## src/hdl/dams_consts.vh

```
// Purpose: constants for the dual converter mode sequencer
// Assumes: 8-bit special-function register bus on clk_sys
// Notes: included by dams_sequencer.v only
`ifndef DAMS_CONSTS_VH
`define DAMS_CONSTS_VH

// ----------------------------------------
// Register addresses
// ----------------------------------------
`define DAMS_ADDR_MODE 8'hd1
`define DAMS_ADDR_PCFG 8'hd2
`define DAMS_ADDR_ACFG 8'hd3
`define DAMS_ADDR_STAT 8'hd8

// ----------------------------------------
// Field positions and reset values
// ----------------------------------------
`define DAMS_MODE_RST 8'h00
`define DAMS_STAT_RST 8'h00
`define DAMS_BIT_PEN 5
`define DAMS_BIT_AEN 4
`define DAMS_MD_HI 2
`define DAMS_MD_LO 0
`define DAMS_BIT_PRIMARY_READY_FLAG 7
`define DAMS_BIT_AUXILIARY_READY_FLAG 6
`define DAMS_BIT_CAL 5
`define DAMS_BIT_PRIMARY_ERROR_FLAG 3
`define DAMS_BIT_AUXILIARY_ERROR_FLAG 2
`define DAMS_BIT_XREF 6
`define DAMS_CH_HI 5
`define DAMS_CH_LO 4
`define DAMS_TEMP_CH 2'h2

// ----------------------------------------
// Mode codes and input routing
// ----------------------------------------
`define DAMS_MD_PDOWN 3'h0
`define DAMS_MD_IDLE 3'h1
`define DAMS_MD_SINGLE 3'h2
`define DAMS_MD_CONT 3'h3
`define DAMS_MD_IZS 3'h4
`define DAMS_MD_IFS 3'h5
`define DAMS_MD_SZS 3'h6
`define DAMS_MD_SFS 3'h7
`define DAMS_ROUTE_PINS 2'h0
`define DAMS_ROUTE_SHORT 2'h1
`define DAMS_ROUTE_REF 2'h2

`endif

```

## src/hdl/dams_sequencer.v

```verilog
// Purpose: mode sequencer for a primary and an auxiliary sigma-delta converter
// Assumes: converter tick and clamp inputs are on clk_sys; filter settles itself
// Notes: config registers live elsewhere; this block snoops their writes
`timescale 1ns/1ps
`default_nettype none
`include "dams_consts.vh"

module dams_sequencer (
    // Clock and reset
    input wire clk_sys,
    input wire srst,
    // Special-function register bus
    input wire [7:0] sfr_addr,
    input wire [7:0] sfr_wdata,
    input wire sfr_wr,
    input wire sfr_rd,
    output reg [7:0] sfr_rdata,
    // Primary converter
    input wire pri_out_tick,
    input wire pri_clamp,
    output reg pri_power_up,
    output reg pri_hold_reset,
    output reg pri_conv_reset,
    output reg [1:0] pri_route,
    output reg pri_ref_ext,
    output reg pri_result_we,
    output reg pri_coef_we,
    output reg pri_coef_gain,
    // Auxiliary converter
    input wire aux_out_tick,
    input wire aux_clamp,
    output reg aux_power_up,
    output reg aux_hold_reset,
    output reg aux_conv_reset,
    output reg [1:0] aux_route,
    output reg aux_ref_ext,
    output reg aux_result_we,
    output reg aux_coef_we,
    output reg aux_coef_gain,
    // Shared filter control
    output reg decim_force_max
);

    // ----------------------------------------
    // Decode helpers
    // ----------------------------------------
    function is_cal;
        input [2:0] md;
        begin
            is_cal = md[2];
        end
    endfunction

    function is_work;
        input [2:0] md;
        begin
            is_work = (md == `DAMS_MD_SINGLE) || (md == `DAMS_MD_CONT) || md[2];
        end
    endfunction

    function [1:0] route_of;
        input [2:0] md;
        begin
            case (md)
                `DAMS_MD_IZS: route_of = `DAMS_ROUTE_SHORT;
                `DAMS_MD_IFS: route_of = `DAMS_ROUTE_REF;
                default: route_of = `DAMS_ROUTE_PINS;
            endcase
        end
    endfunction

    // ----------------------------------------
    // State
    // ----------------------------------------
    reg pri_en;
    reg aux_en;
    reg [2:0] mode;
    reg primary_ready_flag;
    reg auxiliary_ready_flag;
    reg cal_done;
    reg primary_error_flag;
    reg auxiliary_error_flag;
    reg pcfg_xref;
    reg acfg_xref;
    reg [1:0] acfg_ch;
    reg pri_got;
    reg aux_got;
    reg aux_align;

    reg next_pri_en;
    reg next_aux_en;
    reg [2:0] next_mode;
    reg next_primary_ready_flag;
    reg next_auxiliary_ready_flag;
    reg next_cal_done;
    reg next_primary_error_flag;
    reg next_auxiliary_error_flag;
    reg next_pri_got;
    reg next_aux_got;
    reg next_aux_align;
    reg rst_both;
    reg rst_aux;
    reg pri_we;
    reg aux_we;
    reg pcw;
    reg acw;

    wire wr_mode = sfr_wr && (sfr_addr == `DAMS_ADDR_MODE);
    wire wr_stat = sfr_wr && (sfr_addr == `DAMS_ADDR_STAT);
    wire wr_pcfg = sfr_wr && (sfr_addr == `DAMS_ADDR_PCFG);
    wire wr_acfg = sfr_wr && (sfr_addr == `DAMS_ADDR_ACFG);
    wire [2:0] w_md = sfr_wdata[`DAMS_MD_HI:`DAMS_MD_LO];
    wire w_pen = sfr_wdata[`DAMS_BIT_PEN];
    wire w_aen = sfr_wdata[`DAMS_BIT_AEN];

    wire [7:0] mode_rst = `DAMS_MODE_RST;
    wire pri_act = pri_en && is_work(mode);
    wire aux_act = aux_en && is_work(mode);
    wire aux_temp = (acfg_ch == `DAMS_TEMP_CH);
    wire pri_tk = pri_act && pri_out_tick;
    wire aux_tk = aux_act && aux_out_tick && !aux_align;

    // ----------------------------------------
    // Next-state logic
    // ----------------------------------------
    always @* begin
        next_pri_en = pri_en;
        next_aux_en = aux_en;
        next_mode = mode;
        next_primary_ready_flag = primary_ready_flag;
        next_auxiliary_ready_flag = auxiliary_ready_flag;
        next_cal_done = cal_done;
        next_primary_error_flag = primary_error_flag;
        next_auxiliary_error_flag = auxiliary_error_flag;
        next_pri_got = pri_got;
        next_aux_got = aux_got;
        next_aux_align = aux_align;
        rst_both = 1'b0;
        rst_aux = 1'b0;
        pri_we = 1'b0;
        aux_we = 1'b0;
        pcw = 1'b0;
        acw = 1'b0;

        // Software clears status first so a same-cycle completion still sets
        if (wr_stat) begin
            next_primary_ready_flag = sfr_wdata[`DAMS_BIT_PRIMARY_READY_FLAG];
            next_auxiliary_ready_flag = sfr_wdata[`DAMS_BIT_AUXILIARY_READY_FLAG];
            next_cal_done = sfr_wdata[`DAMS_BIT_CAL];
            next_primary_error_flag = sfr_wdata[`DAMS_BIT_PRIMARY_ERROR_FLAG];
            next_auxiliary_error_flag = sfr_wdata[`DAMS_BIT_AUXILIARY_ERROR_FLAG];
        end

        // Primary outputs realign a waiting auxiliary converter
        if (pri_act && pri_out_tick) begin
            next_aux_align = 1'b0;
        end

        // Primary completion
        if (pri_tk && !(is_cal(mode) ? pri_got : 1'b0)) begin
            if (!primary_ready_flag) begin
                if (is_cal(mode)) begin
                    pcw = 1'b1;
                end else begin
                    pri_we = 1'b1;
                    if (pri_clamp) begin
                        next_primary_error_flag = 1'b1;
                    end
                end
            end
            next_primary_ready_flag = 1'b1;
            next_pri_got = 1'b1;
        end

        // Auxiliary completion
        if (aux_tk && !(is_cal(mode) ? aux_got : 1'b0)) begin
            if (!auxiliary_ready_flag) begin
                if (is_cal(mode)) begin
                    if (aux_temp) begin
                        next_auxiliary_error_flag = 1'b1;
                    end else begin
                        acw = 1'b1;
                    end
                end else begin
                    aux_we = 1'b1;
                    if (aux_clamp) begin
                        next_auxiliary_error_flag = 1'b1;
                    end
                end
            end
            next_auxiliary_ready_flag = 1'b1;
            next_aux_got = 1'b1;
        end

        // Single and calibration end once every enabled converter finished
        if ((mode == `DAMS_MD_SINGLE || is_cal(mode)) && (pri_act || aux_act)
                && (!pri_act || next_pri_got) && (!aux_act || next_aux_got)) begin
            next_mode = `DAMS_MD_PDOWN;
            if (is_cal(mode)) begin
                next_cal_done = 1'b1;
            end
        end

        // Auxiliary-only resets
        if (wr_acfg) begin
            rst_aux = 1'b1;
        end

        // Primary config write
        if (wr_pcfg && pri_en) begin
            rst_both = 1'b1;
        end

        // Mode write wins over the self-clear above
        if (wr_mode) begin
            next_pri_en = w_pen;
            next_aux_en = w_aen;
            next_mode = w_md;
            if (w_md == mode && w_pen == pri_en && w_aen && !aux_en) begin
                rst_aux = 1'b1;
            end else begin
                rst_both = 1'b1;
            end
            if (is_work(w_md)) begin
                next_primary_error_flag = 1'b0;
                next_auxiliary_error_flag = 1'b0;
                next_cal_done = 1'b0;
            end
            if (is_cal(w_md)) begin
                next_primary_ready_flag = 1'b0;
                next_auxiliary_ready_flag = 1'b0;
            end
        end

        if (rst_both) begin
            next_pri_got = 1'b0;
            next_aux_got = 1'b0;
            next_aux_align = 1'b0;
        end else if (rst_aux) begin
            next_aux_got = 1'b0;
            // Wait for the primary cadence only when primary is running
            next_aux_align = pri_en && is_work(next_mode);
        end
    end

    // ----------------------------------------
    // Registers
    // ----------------------------------------
    always @(posedge clk_sys) begin
        if (srst) begin
            pri_en <= mode_rst[`DAMS_BIT_PEN];
            aux_en <= mode_rst[`DAMS_BIT_AEN];
            mode <= `DAMS_MD_PDOWN;
            primary_ready_flag <= 1'b0;
            auxiliary_ready_flag <= 1'b0;
            cal_done <= 1'b0;
            primary_error_flag <= 1'b0;
            auxiliary_error_flag <= 1'b0;
            pcfg_xref <= 1'b0;
            acfg_xref <= 1'b0;
            acfg_ch <= 2'h0;
            pri_got <= 1'b0;
            aux_got <= 1'b0;
            aux_align <= 1'b0;
        end else begin
            pri_en <= next_pri_en;
            aux_en <= next_aux_en;
            mode <= next_mode;
            primary_ready_flag <= next_primary_ready_flag;
            auxiliary_ready_flag <= next_auxiliary_ready_flag;
            cal_done <= next_cal_done;
            primary_error_flag <= next_primary_error_flag;
            auxiliary_error_flag <= next_auxiliary_error_flag;
            pri_got <= next_pri_got;
            aux_got <= next_aux_got;
            aux_align <= next_aux_align;
            if (wr_pcfg) begin
                pcfg_xref <= sfr_wdata[`DAMS_BIT_XREF];
            end
            if (wr_acfg) begin
                acfg_xref <= sfr_wdata[`DAMS_BIT_XREF];
                acfg_ch <= sfr_wdata[`DAMS_CH_HI:`DAMS_CH_LO];
            end
        end
    end

    // ----------------------------------------
    // Converter controls
    // ----------------------------------------
    always @(posedge clk_sys) begin
        if (srst) begin
            pri_power_up <= 1'b0;
            aux_power_up <= 1'b0;
            pri_hold_reset <= 1'b1;
            aux_hold_reset <= 1'b1;
            pri_conv_reset <= 1'b0;
            aux_conv_reset <= 1'b0;
            pri_route <= `DAMS_ROUTE_PINS;
            aux_route <= `DAMS_ROUTE_PINS;
            pri_ref_ext <= 1'b0;
            aux_ref_ext <= 1'b0;
            pri_result_we <= 1'b0;
            aux_result_we <= 1'b0;
            pri_coef_we <= 1'b0;
            aux_coef_we <= 1'b0;
            pri_coef_gain <= 1'b0;
            aux_coef_gain <= 1'b0;
            decim_force_max <= 1'b0;
        end else begin
            pri_power_up <= next_pri_en && (next_mode != `DAMS_MD_PDOWN);
            aux_power_up <= next_aux_en && (next_mode != `DAMS_MD_PDOWN);
            // Idle keeps modulator clocked but filter held
            pri_hold_reset <= !next_pri_en || (next_mode == `DAMS_MD_IDLE);
            aux_hold_reset <= !next_aux_en || (next_mode == `DAMS_MD_IDLE);
            pri_conv_reset <= rst_both;
            aux_conv_reset <= rst_both || rst_aux;
            pri_route <= route_of(next_mode);
            aux_route <= route_of(next_mode);
            pri_ref_ext <= pcfg_xref;
            aux_ref_ext <= acfg_xref;
            pri_result_we <= pri_we;
            aux_result_we <= aux_we;
            pri_coef_we <= pcw;
            aux_coef_we <= acw;
            pri_coef_gain <= mode[0];
            aux_coef_gain <= mode[0];
            decim_force_max <= is_cal(next_mode);
        end
    end

    // ----------------------------------------
    // Read port
    // ----------------------------------------
    // Unmapped addresses return zero; reserved bits read zero
    always @(posedge clk_sys) begin
        if (srst) begin
            sfr_rdata <= 8'h00;
        end else if (sfr_rd && sfr_addr == `DAMS_ADDR_MODE) begin
            sfr_rdata <= {2'h0, pri_en, aux_en, 1'b0, mode};
        end else if (sfr_rd && sfr_addr == `DAMS_ADDR_STAT) begin
            sfr_rdata <= {primary_ready_flag, auxiliary_ready_flag, cal_done, 1'b0, primary_error_flag, auxiliary_error_flag, 2'h0};
        end else begin
            sfr_rdata <= 8'h00;
        end
    end

endmodule
`default_nettype wire

```

## config.mk

```make
export PLATFORM = sky130hd
export DESIGN_NAME = dams_sequencer
export DESIGN_NICKNAME = d
export VERILOG_FILES = /design/src/hdl/dams_sequencer.v
export VERILOG_INCLUDE_DIRS = /design/src /design/src/hdl
export SDC_FILE = /design/constraint.sdc
export NUM_CORES = 1
export LEC_CHECK = 0
export BUFFER_PORTS_ARGS = -buffer_cell sky130_fd_sc_hd__buf_2
export CAP_MARGIN = 15
export CORE_ASPECT_RATIO = 0.6
export CORE_MARGIN = 2
export CORE_UTILIZATION = 45
export DETAILED_ROUTE_END_ITERATION = 10
export PLACE_DENSITY = 0.8
export SKIP_CTS_REPAIR_TIMING = 1
export SYNTH_ARGS = -nofsm -noshare
export SYNTH_HDL_FRONTEND = slang
export SYNTH_SLANG_ARGS = --single-unit
```

## constraint.sdc

```tcl
create_clock -name clk_sys -period 1.5 [get_ports clk_sys]
set_input_delay 0.075 -clock clk_sys [delete_from_list [all_inputs] [get_ports clk_sys]]
set_output_delay 0.075 -clock clk_sys [all_outputs]
set_load 0.005 [all_outputs]
```

Word-level counts from Yosys, hierarchy flattened
Cells that the tools add are included.
{"block": "op_classes", "n_eq_ne": 16, "n_mux": 50, "n_bitwise": 4, "n_reduce_logical": 52}
{"cell": "two-way mux 1 bit", "count": 45}
{"cell": "equality test 8 bit (second input constant)", "count": 4}
{"cell": "logical AND 1 bit", "count": 23}
{"cell": "equality test 3 x 2 -> 1 bit (second input constant)", "count": 6}
{"cell": "logical OR 1 bit", "count": 13}
{"cell": "two-way mux 6 bit", "count": 2}
{"cell": "OR reduction 3 bit", "count": 4}
{"cell": "zero test 1 bit", "count": 8}
{"cell": "equality test 3 bit (second input constant)", "count": 2}
{"cell": "two-way mux 3 bit", "count": 2}
{"cell": "inverter 1 bit", "count": 4}
{"cell": "case mux 2 bit (2 select lines)", "count": 1}
{"cell": "OR reduction 4 bit", "count": 1}
{"cell": "equality test 3 x 1 -> 1 bit (second input constant)", "count": 1}
{"cell": "equality test 3 bit", "count": 1}
{"cell": "nonzero test 3 bit", "count": 1}
{"cell": "equality test 2 bit (second input constant)", "count": 1}
{"cell": "nonzero test 2 bit", "count": 1}
{"cell": "OR reduction 2 bit", "count": 1}
{"cell": "equality test 1 bit", "count": 1}
{"block": "word_totals", "regBits": 41, "inputBits": 24, "out_inout_bits": 27, "elab_cells": 153}

Logic depth before layout (Yosys ltp)
{"block": "depth", "depth_word": 17, "ltp_mapped": 7, "ltp_nobuf": 5}

Worst setup path after synthesis
No wires, ideal clock.
{"block": "synth_timing", "path_type": "flip-flop to flip-flop", "start": "reg mode[2]", "end": "reg primary_error_flag", "setup_ps": 70, "arrival_ps": 1449, "required_time_ps": 1430, "setup_slack_ps": -19, "stages_incl_launch_ff": 5, "path_buffers": 0, "period_less_slack_ps": 1519, "cell_sequence": "dfxtp_1 o21a_1 nand2_1 or4b_2 a21oi_1"}
{"block": "synth_between", "elab_chain_cells": 9, "elab_cells_between_ends": 14, "classes_between": "eq/ne: 2; mux: 6; reduce/logical: 6"}
{"element": "start, declared", "line": "dams_sequencer.v:77", "source": "reg [2:0] mode;"}
{"element": "start signal, assigned", "line": "dams_sequencer.v:253", "source": "mode <= `DAMS_MD_PDOWN;"}
{"element": "start signal, assigned", "line": "dams_sequencer.v:268", "source": "mode <= next_mode;"}
{"element": "equality test 3 x 2 -> 1 bit (no line)"}
{"element": "logical OR 1 bit (2 in series)", "line": "dams_sequencer.v:57", "source": "is_work = (md == `DAMS_MD_SINGLE) || (md == `DAMS_MD_CONT) || md[2];"}
{"element": "logical AND 1 bit", "line": "dams_sequencer.v:117", "source": "wire pri_act = pri_en && is_work(mode);"}
{"element": "logical AND 1 bit", "line": "dams_sequencer.v:120", "source": "wire pri_tk = pri_act && pri_out_tick;"}
{"element": "logical AND 1 bit", "line": "dams_sequencer.v:160", "source": "if (pri_tk && !(is_cal(mode) ? pri_got : 1'b0)) begin"}
{"element": "two-way mux 1 bit *", "line": "dams_sequencer.v:160"}
{"element": "two-way mux 1 bit", "line": "dams_sequencer.v:224", "source": "if (is_work(w_md)) begin"}
{"element": "two-way mux 1 bit *", "line": "dams_sequencer.v:215", "source": "if (wr_mode) begin"}
{"element": "end signal, assigned", "line": "dams_sequencer.v:272", "source": "primary_error_flag <= next_primary_error_flag;"}
{"element": "end, declared", "line": "dams_sequencer.v:81", "source": "reg primary_error_flag;"}
Every way passes the cells marked *; elsewhere a longest branch is shown, timed or not.
A chain may end at the register's enable or synchronous reset.

Worst setup path after layout
{"block": "layout_timing", "start": "reg mode[1]", "end": "reg aux_route[0]"}
{"block": "layout_between", "elab_chain_cells": 14, "elab_cells_between_ends": 27, "classes_between": "eq/ne: 4; mux: 5; reduce/logical: 18"}
{"element": "equality test 3 x 2 -> 1 bit (no line)"}
{"element": "logical OR 1 bit (2 in series)", "line": "dams_sequencer.v:57"}
{"element": "logical AND 1 bit, on equally long branches", "line": "dams_sequencer.v:117, dams_sequencer.v:118"}
{"element": "logical AND 1 bit, on equally long branches", "line": "dams_sequencer.v:120, dams_sequencer.v:121"}
{"element": "logical AND 1 bit, on equally long branches", "line": "dams_sequencer.v:160, dams_sequencer.v:121"}
{"element": "two-way mux 1 bit or logical AND 1 bit (tied branches)", "line": "dams_sequencer.v:160, dams_sequencer.v:176"}
{"element": "logical OR 1 bit or two-way mux 1 bit (tied branches)", "line": "dams_sequencer.v:197, dams_sequencer.v:176"}
{"element": "logical AND 1 bit or logical OR 1 bit (tied branches)", "line": "dams_sequencer.v:196, dams_sequencer.v:197"}
{"element": "logical AND 1 bit", "line": "dams_sequencer.v:196", "source": "if ((mode == `DAMS_MD_SINGLE || is_cal(mode)) && (pri_act || aux_act)"}
{"element": "two-way mux 3 bit *", "line": "dams_sequencer.v:196"}
{"element": "two-way mux 3 bit *", "line": "dams_sequencer.v:215"}
{"element": "equality test 3 bit", "line": "dams_sequencer.v:64", "source": "case (md)"}
{"element": "case mux 2 bit (2 select lines) *", "line": "dams_sequencer.v:64"}
{"element": "end signal, assigned", "line": "dams_sequencer.v:299", "source": "aux_route <= `DAMS_ROUTE_PINS;"}
{"element": "end signal, assigned", "line": "dams_sequencer.v:318", "source": "aux_route <= route_of(next_mode);"}
{"element": "end, declared", "line": "dams_sequencer.v:35", "source": "output reg [1:0] aux_route,"}
Marks and branches as above.

==> flow_metrics.py <==
metrics = {
    "critical_path": {
        "cp-end-kind": "flip-flop",
        "critPathRequiredTime_ns": 1.68,
        "rrSetupSlack_ns": -0.04,
        "r2r-start": "mode[1]$_SDFF_PP0_",
        "r2r_cells": 5,
        "path_class": "reg -> reg",
        "crit_path_start_kind": "flip-flop",
        "cp_max_fo": 7,
        "timing.rr.end": "aux_route[0]$_SDFF_PP0_",
        "crit_arrival_ns": 1.73,
    },
    "global_routing": {
        "grtUsageMet3": 0.0873,
        "grt_use_met2": 0.271,
        "grt_max_degree": 17,
        "top_usage_layer": "met1",
        "grt_pass1_wl_mm": 6.71,
        "overflow": 0,
        "gr-usage-all-layers": 0.202,
        "grt_pass1_vias": 1385,
        "grt_use_met1": 0.285,
        "grt_antenna_before_repair": 0,
    },
    "floorplan": {
        "core_area_um2": 3660,
        "die_h_um": 51.9,
        "die-area_um2": 4350,
        "rows": 17,
        "start_util": 0.470,
        "io_pins": 51,
        "die_x_um": 83.8,
    },
    "cts": {
        "numCtsBuffers": 5,
        "clockBufferDepth": 2,
        "cts_tree": "built",
        "h-tree-depth": 2,
        "cts_sinks": 40,
        "clkSlewWorstSetupHoldPaths_ns": 0.07,
        "cts_root_buf": "clkbuf_8",
        "clk_latency_ns": 0.29,
    },
    "placement": {
        "dp_hpwl_mm": 3.17,
        "portBuffers": 50,
        "place_congestion": 0.970,
    },
    "power": {
        "cellLeakagePower_nw": 0.985,
        "power.density_nw_per_um2": 859,
        "vdd_drop_max_mv": 0.529,
    },
    "status": {
        "status": "finished with violations",
        "violations": "negative setup slack",
    },
    "worst_hold_path": {
        "min-delay-start": "pri_out_tick",
        "worstHoldPathType": "in -> reg",
        "whs_path_depth": 3,
        "hold_end": "pri_got$_SDFF_PP0_",
    },
    "logic_synthesis": {
        "syn_avg_cell_area_um2": 9.94,
        "synthFlopType": "dfxtp_1",
        "synth_xor_area_frac": 0.0204,
        "synth_top_family_by_area": "simple AND/OR/NAND/NOR gates",
        "synth_compound_area_frac": 0.134,
        "syn-cell-area_um2": 1720,
        "synth_mux_area_frac": 0.0698,
        "synth-simple-area-share": 0.263,
        "seq_area_frac_synth": 0.465,
        "syn-num-nets": 197,
        "synth_fa_ha_area_frac": 0,
        "synth.distinct_cells": 51,
        "synth_seq_cells": 40,
        "synth_edf_count": 0,
        "ys_warn_count": 0,
        "synthArstFlopShare": 0,
        "synth_cells": 173,
    },
    "drt": {
        "drc_errors": 0,
        "routed_wl_mm": 4.09,
        "viasPerCell": 5.19,
        "ant_nets": 0,
        "vias": 1454,
        "drtPass1Iterations": 4,
        "drt_iter0_drc": 84,
        "wl_per_cell_um": 14.6,
    },
    "timing": {
        "drv_slew": 0,
        "finClkSkew_ns": 0.00390,
        "max_freq_ghz": 0.648,
        "timing.final.crit_period_ns": 1.54,
        "worstMarginPinSlew_ns": 0.311,
        "setup_viol": 1,
        "setup_ws_ns": -0.0430,
        "rsz0062_at_grt": "true",
        "hold_violations": 0,
        "fin_tns_setup_ns": -0.0430,
        "period_share": 1.03,
        "maxSlewHeadroom": 0.790,
    },
    "cells_and_area": {
        "multiInputGateArea_um2": 876,
        "area_growth_syn_to_layout_pct": 28.6,
        "num_antenna_cells": 0,
        "nets": 256,
        "fillers": 323,
        "final-seq-area_um2": 808,
        "drive_gt1_frac": 0.395,
        "utilization": 0.605,
    },
    "job": {
        "maxCapViolations": 0,
    },
}
layer usage:
metal / wire length (um) / share of wire
met1: 2110 / 0.52
met2: 1630 / 0.40
met3: 326 / 0.080
met4: 19 / 0.0046
met5: 0 / 0
kinds of logic after synthesis:
family | Yosys count
XOR/XNOR | 4
AO/OA/AOI/OAI | 29
AND/OR/NAND/NOR | 72
flip-flops | 40
multiplexers | 12
buffers and inverters | 16
per-stage QoR:
stage / instances / power [mW] / area, um2 / setup WS, ns / hold WS [ns]
final: 280 / 1.90 / 2210 / -0.0430 / 0.0650
after global routing: 280 / 1.99 / 2210 / -0.0936 / 0.0738
after CTS: 279 / 1.92 / 2160 / -0.148 / 0.0538
after detailed placement: 271 / 1.20 / 2070 / -0.118 / 0.358
after global placement: 271 / 1.20 / 2070 / -0.0460 / 0.361
after floorplan: 173 / 1.13 / 1720 / -0.00531 / 0.164
worst max-delay path: stages, from the launching register on:
cell     delay, ns
dfxtp_4       0.37
o21a_4        0.22
a32o_2        0.25
nor2_4        0.18
o32a_1        0.23
and3b_1       0.19
report_power, final:
part	total [mW]	internal (mW)	switching [mW]
registers	1.06	1.06	0.000514
clock network	0.723	0.375	0.348
logic	0.117	0.0515	0.0654
total	1.90	1.49	0.414
Yosys cell counts, types with 2 or more instances:
master / count / area (um2)
a211oi_2: 2 / 25.0
a21o_1: 2 / 15.0
a21oi_1: 6 / 30.0
a22o_1: 2 / 17.5
a2bb2oi_1: 2 / 17.5
a31oi_1: 3 / 18.8
and2_1: 6 / 37.5
and3b_1: 3 / 26.3
buf_2: 3 / 15.0
buf_4: 3 / 22.5
clkbuf_1: 4 / 15.0
dfxtp_1: 40 / 801
inv_1: 5 / 18.8
mux2i_1: 12 / 120
nand2_1: 9 / 33.8
nand2b_1: 2 / 12.5
nand3_1: 2 / 10.0
nand4_1: 2 / 12.5
nor2_1: 13 / 48.8
nor2b_1: 6 / 37.5
nor3_1: 11 / 55.1
o21a_1: 2 / 15.0
o31a_1: 2 / 17.5
or2_2: 2 / 12.5
xor2_1: 3 / 26.3
sequential cells by signal, indices dropped and copies added (netlist names), 2 cells and up:
register	cells
sfr_rdata	8
mode	3
aux_route	2
acfg_ch	2
worst max path at each step:
stage,startpoint,to,slack (ns)
final,mode[1]$_SDFF_PP0_,aux_route[0]$_SDFF_PP0_,-0.04
after global routing,mode[1]$_SDFF_PP0_,aux_route[0]$_SDFF_PP0_,-0.09
after CTS,mode[1]$_SDFF_PP0_,aux_route[0]$_SDFF_PP0_,-0.15
after detailed placement,mode[1]$_SDFF_PP0_,aux_route[0]$_SDFF_PP0_,-0.12
after global placement,mode[1]$_SDFF_PP0_,primary_error_flag$_SDFF_PP0_,-0.05
after floorplan,pri_en$_SDFF_PP0_,primary_error_flag$_SDFF_PP0_,-0.005
final cells by class:
class / count / area share
Clock buffer: 8 / 0.0407
Multi-Input combinational cell: 117 / 0.396
Tap cell: 47 / 0.0266
Timing Repair Buffer: 63 / 0.163
Inverter: 5 / 0.00848
Sequential cell: 40 / 0.365
cell usage in the layout (no fill, tap or decap), types with 2 or more instances in the layout:
cell type	synthesis	final
or2_2	2	2
inv_1	5	5
dfxtp_2	0	3
a21o_1	2	2
nand4_1	2	2
dfxtp_1	40	36
buf_4	3	12
a31oi_1	3	3
nor3_1	11	10
a22o_1	2	2
and2_1	6	6
a21oi_1	6	6
clkbuf_1	4	2
nand3_1	2	2
nor2b_1	6	6
a211oi_2	2	2
mux2i_1	12	12
nand2_1	9	9
and3b_1	3	3
o31a_1	2	2
nor2_1	13	13
nand2b_1	2	2
xor2_1	3	3
clkbuf_8	0	6
buf_2	3	50
(Power assumes the default switching activity.)
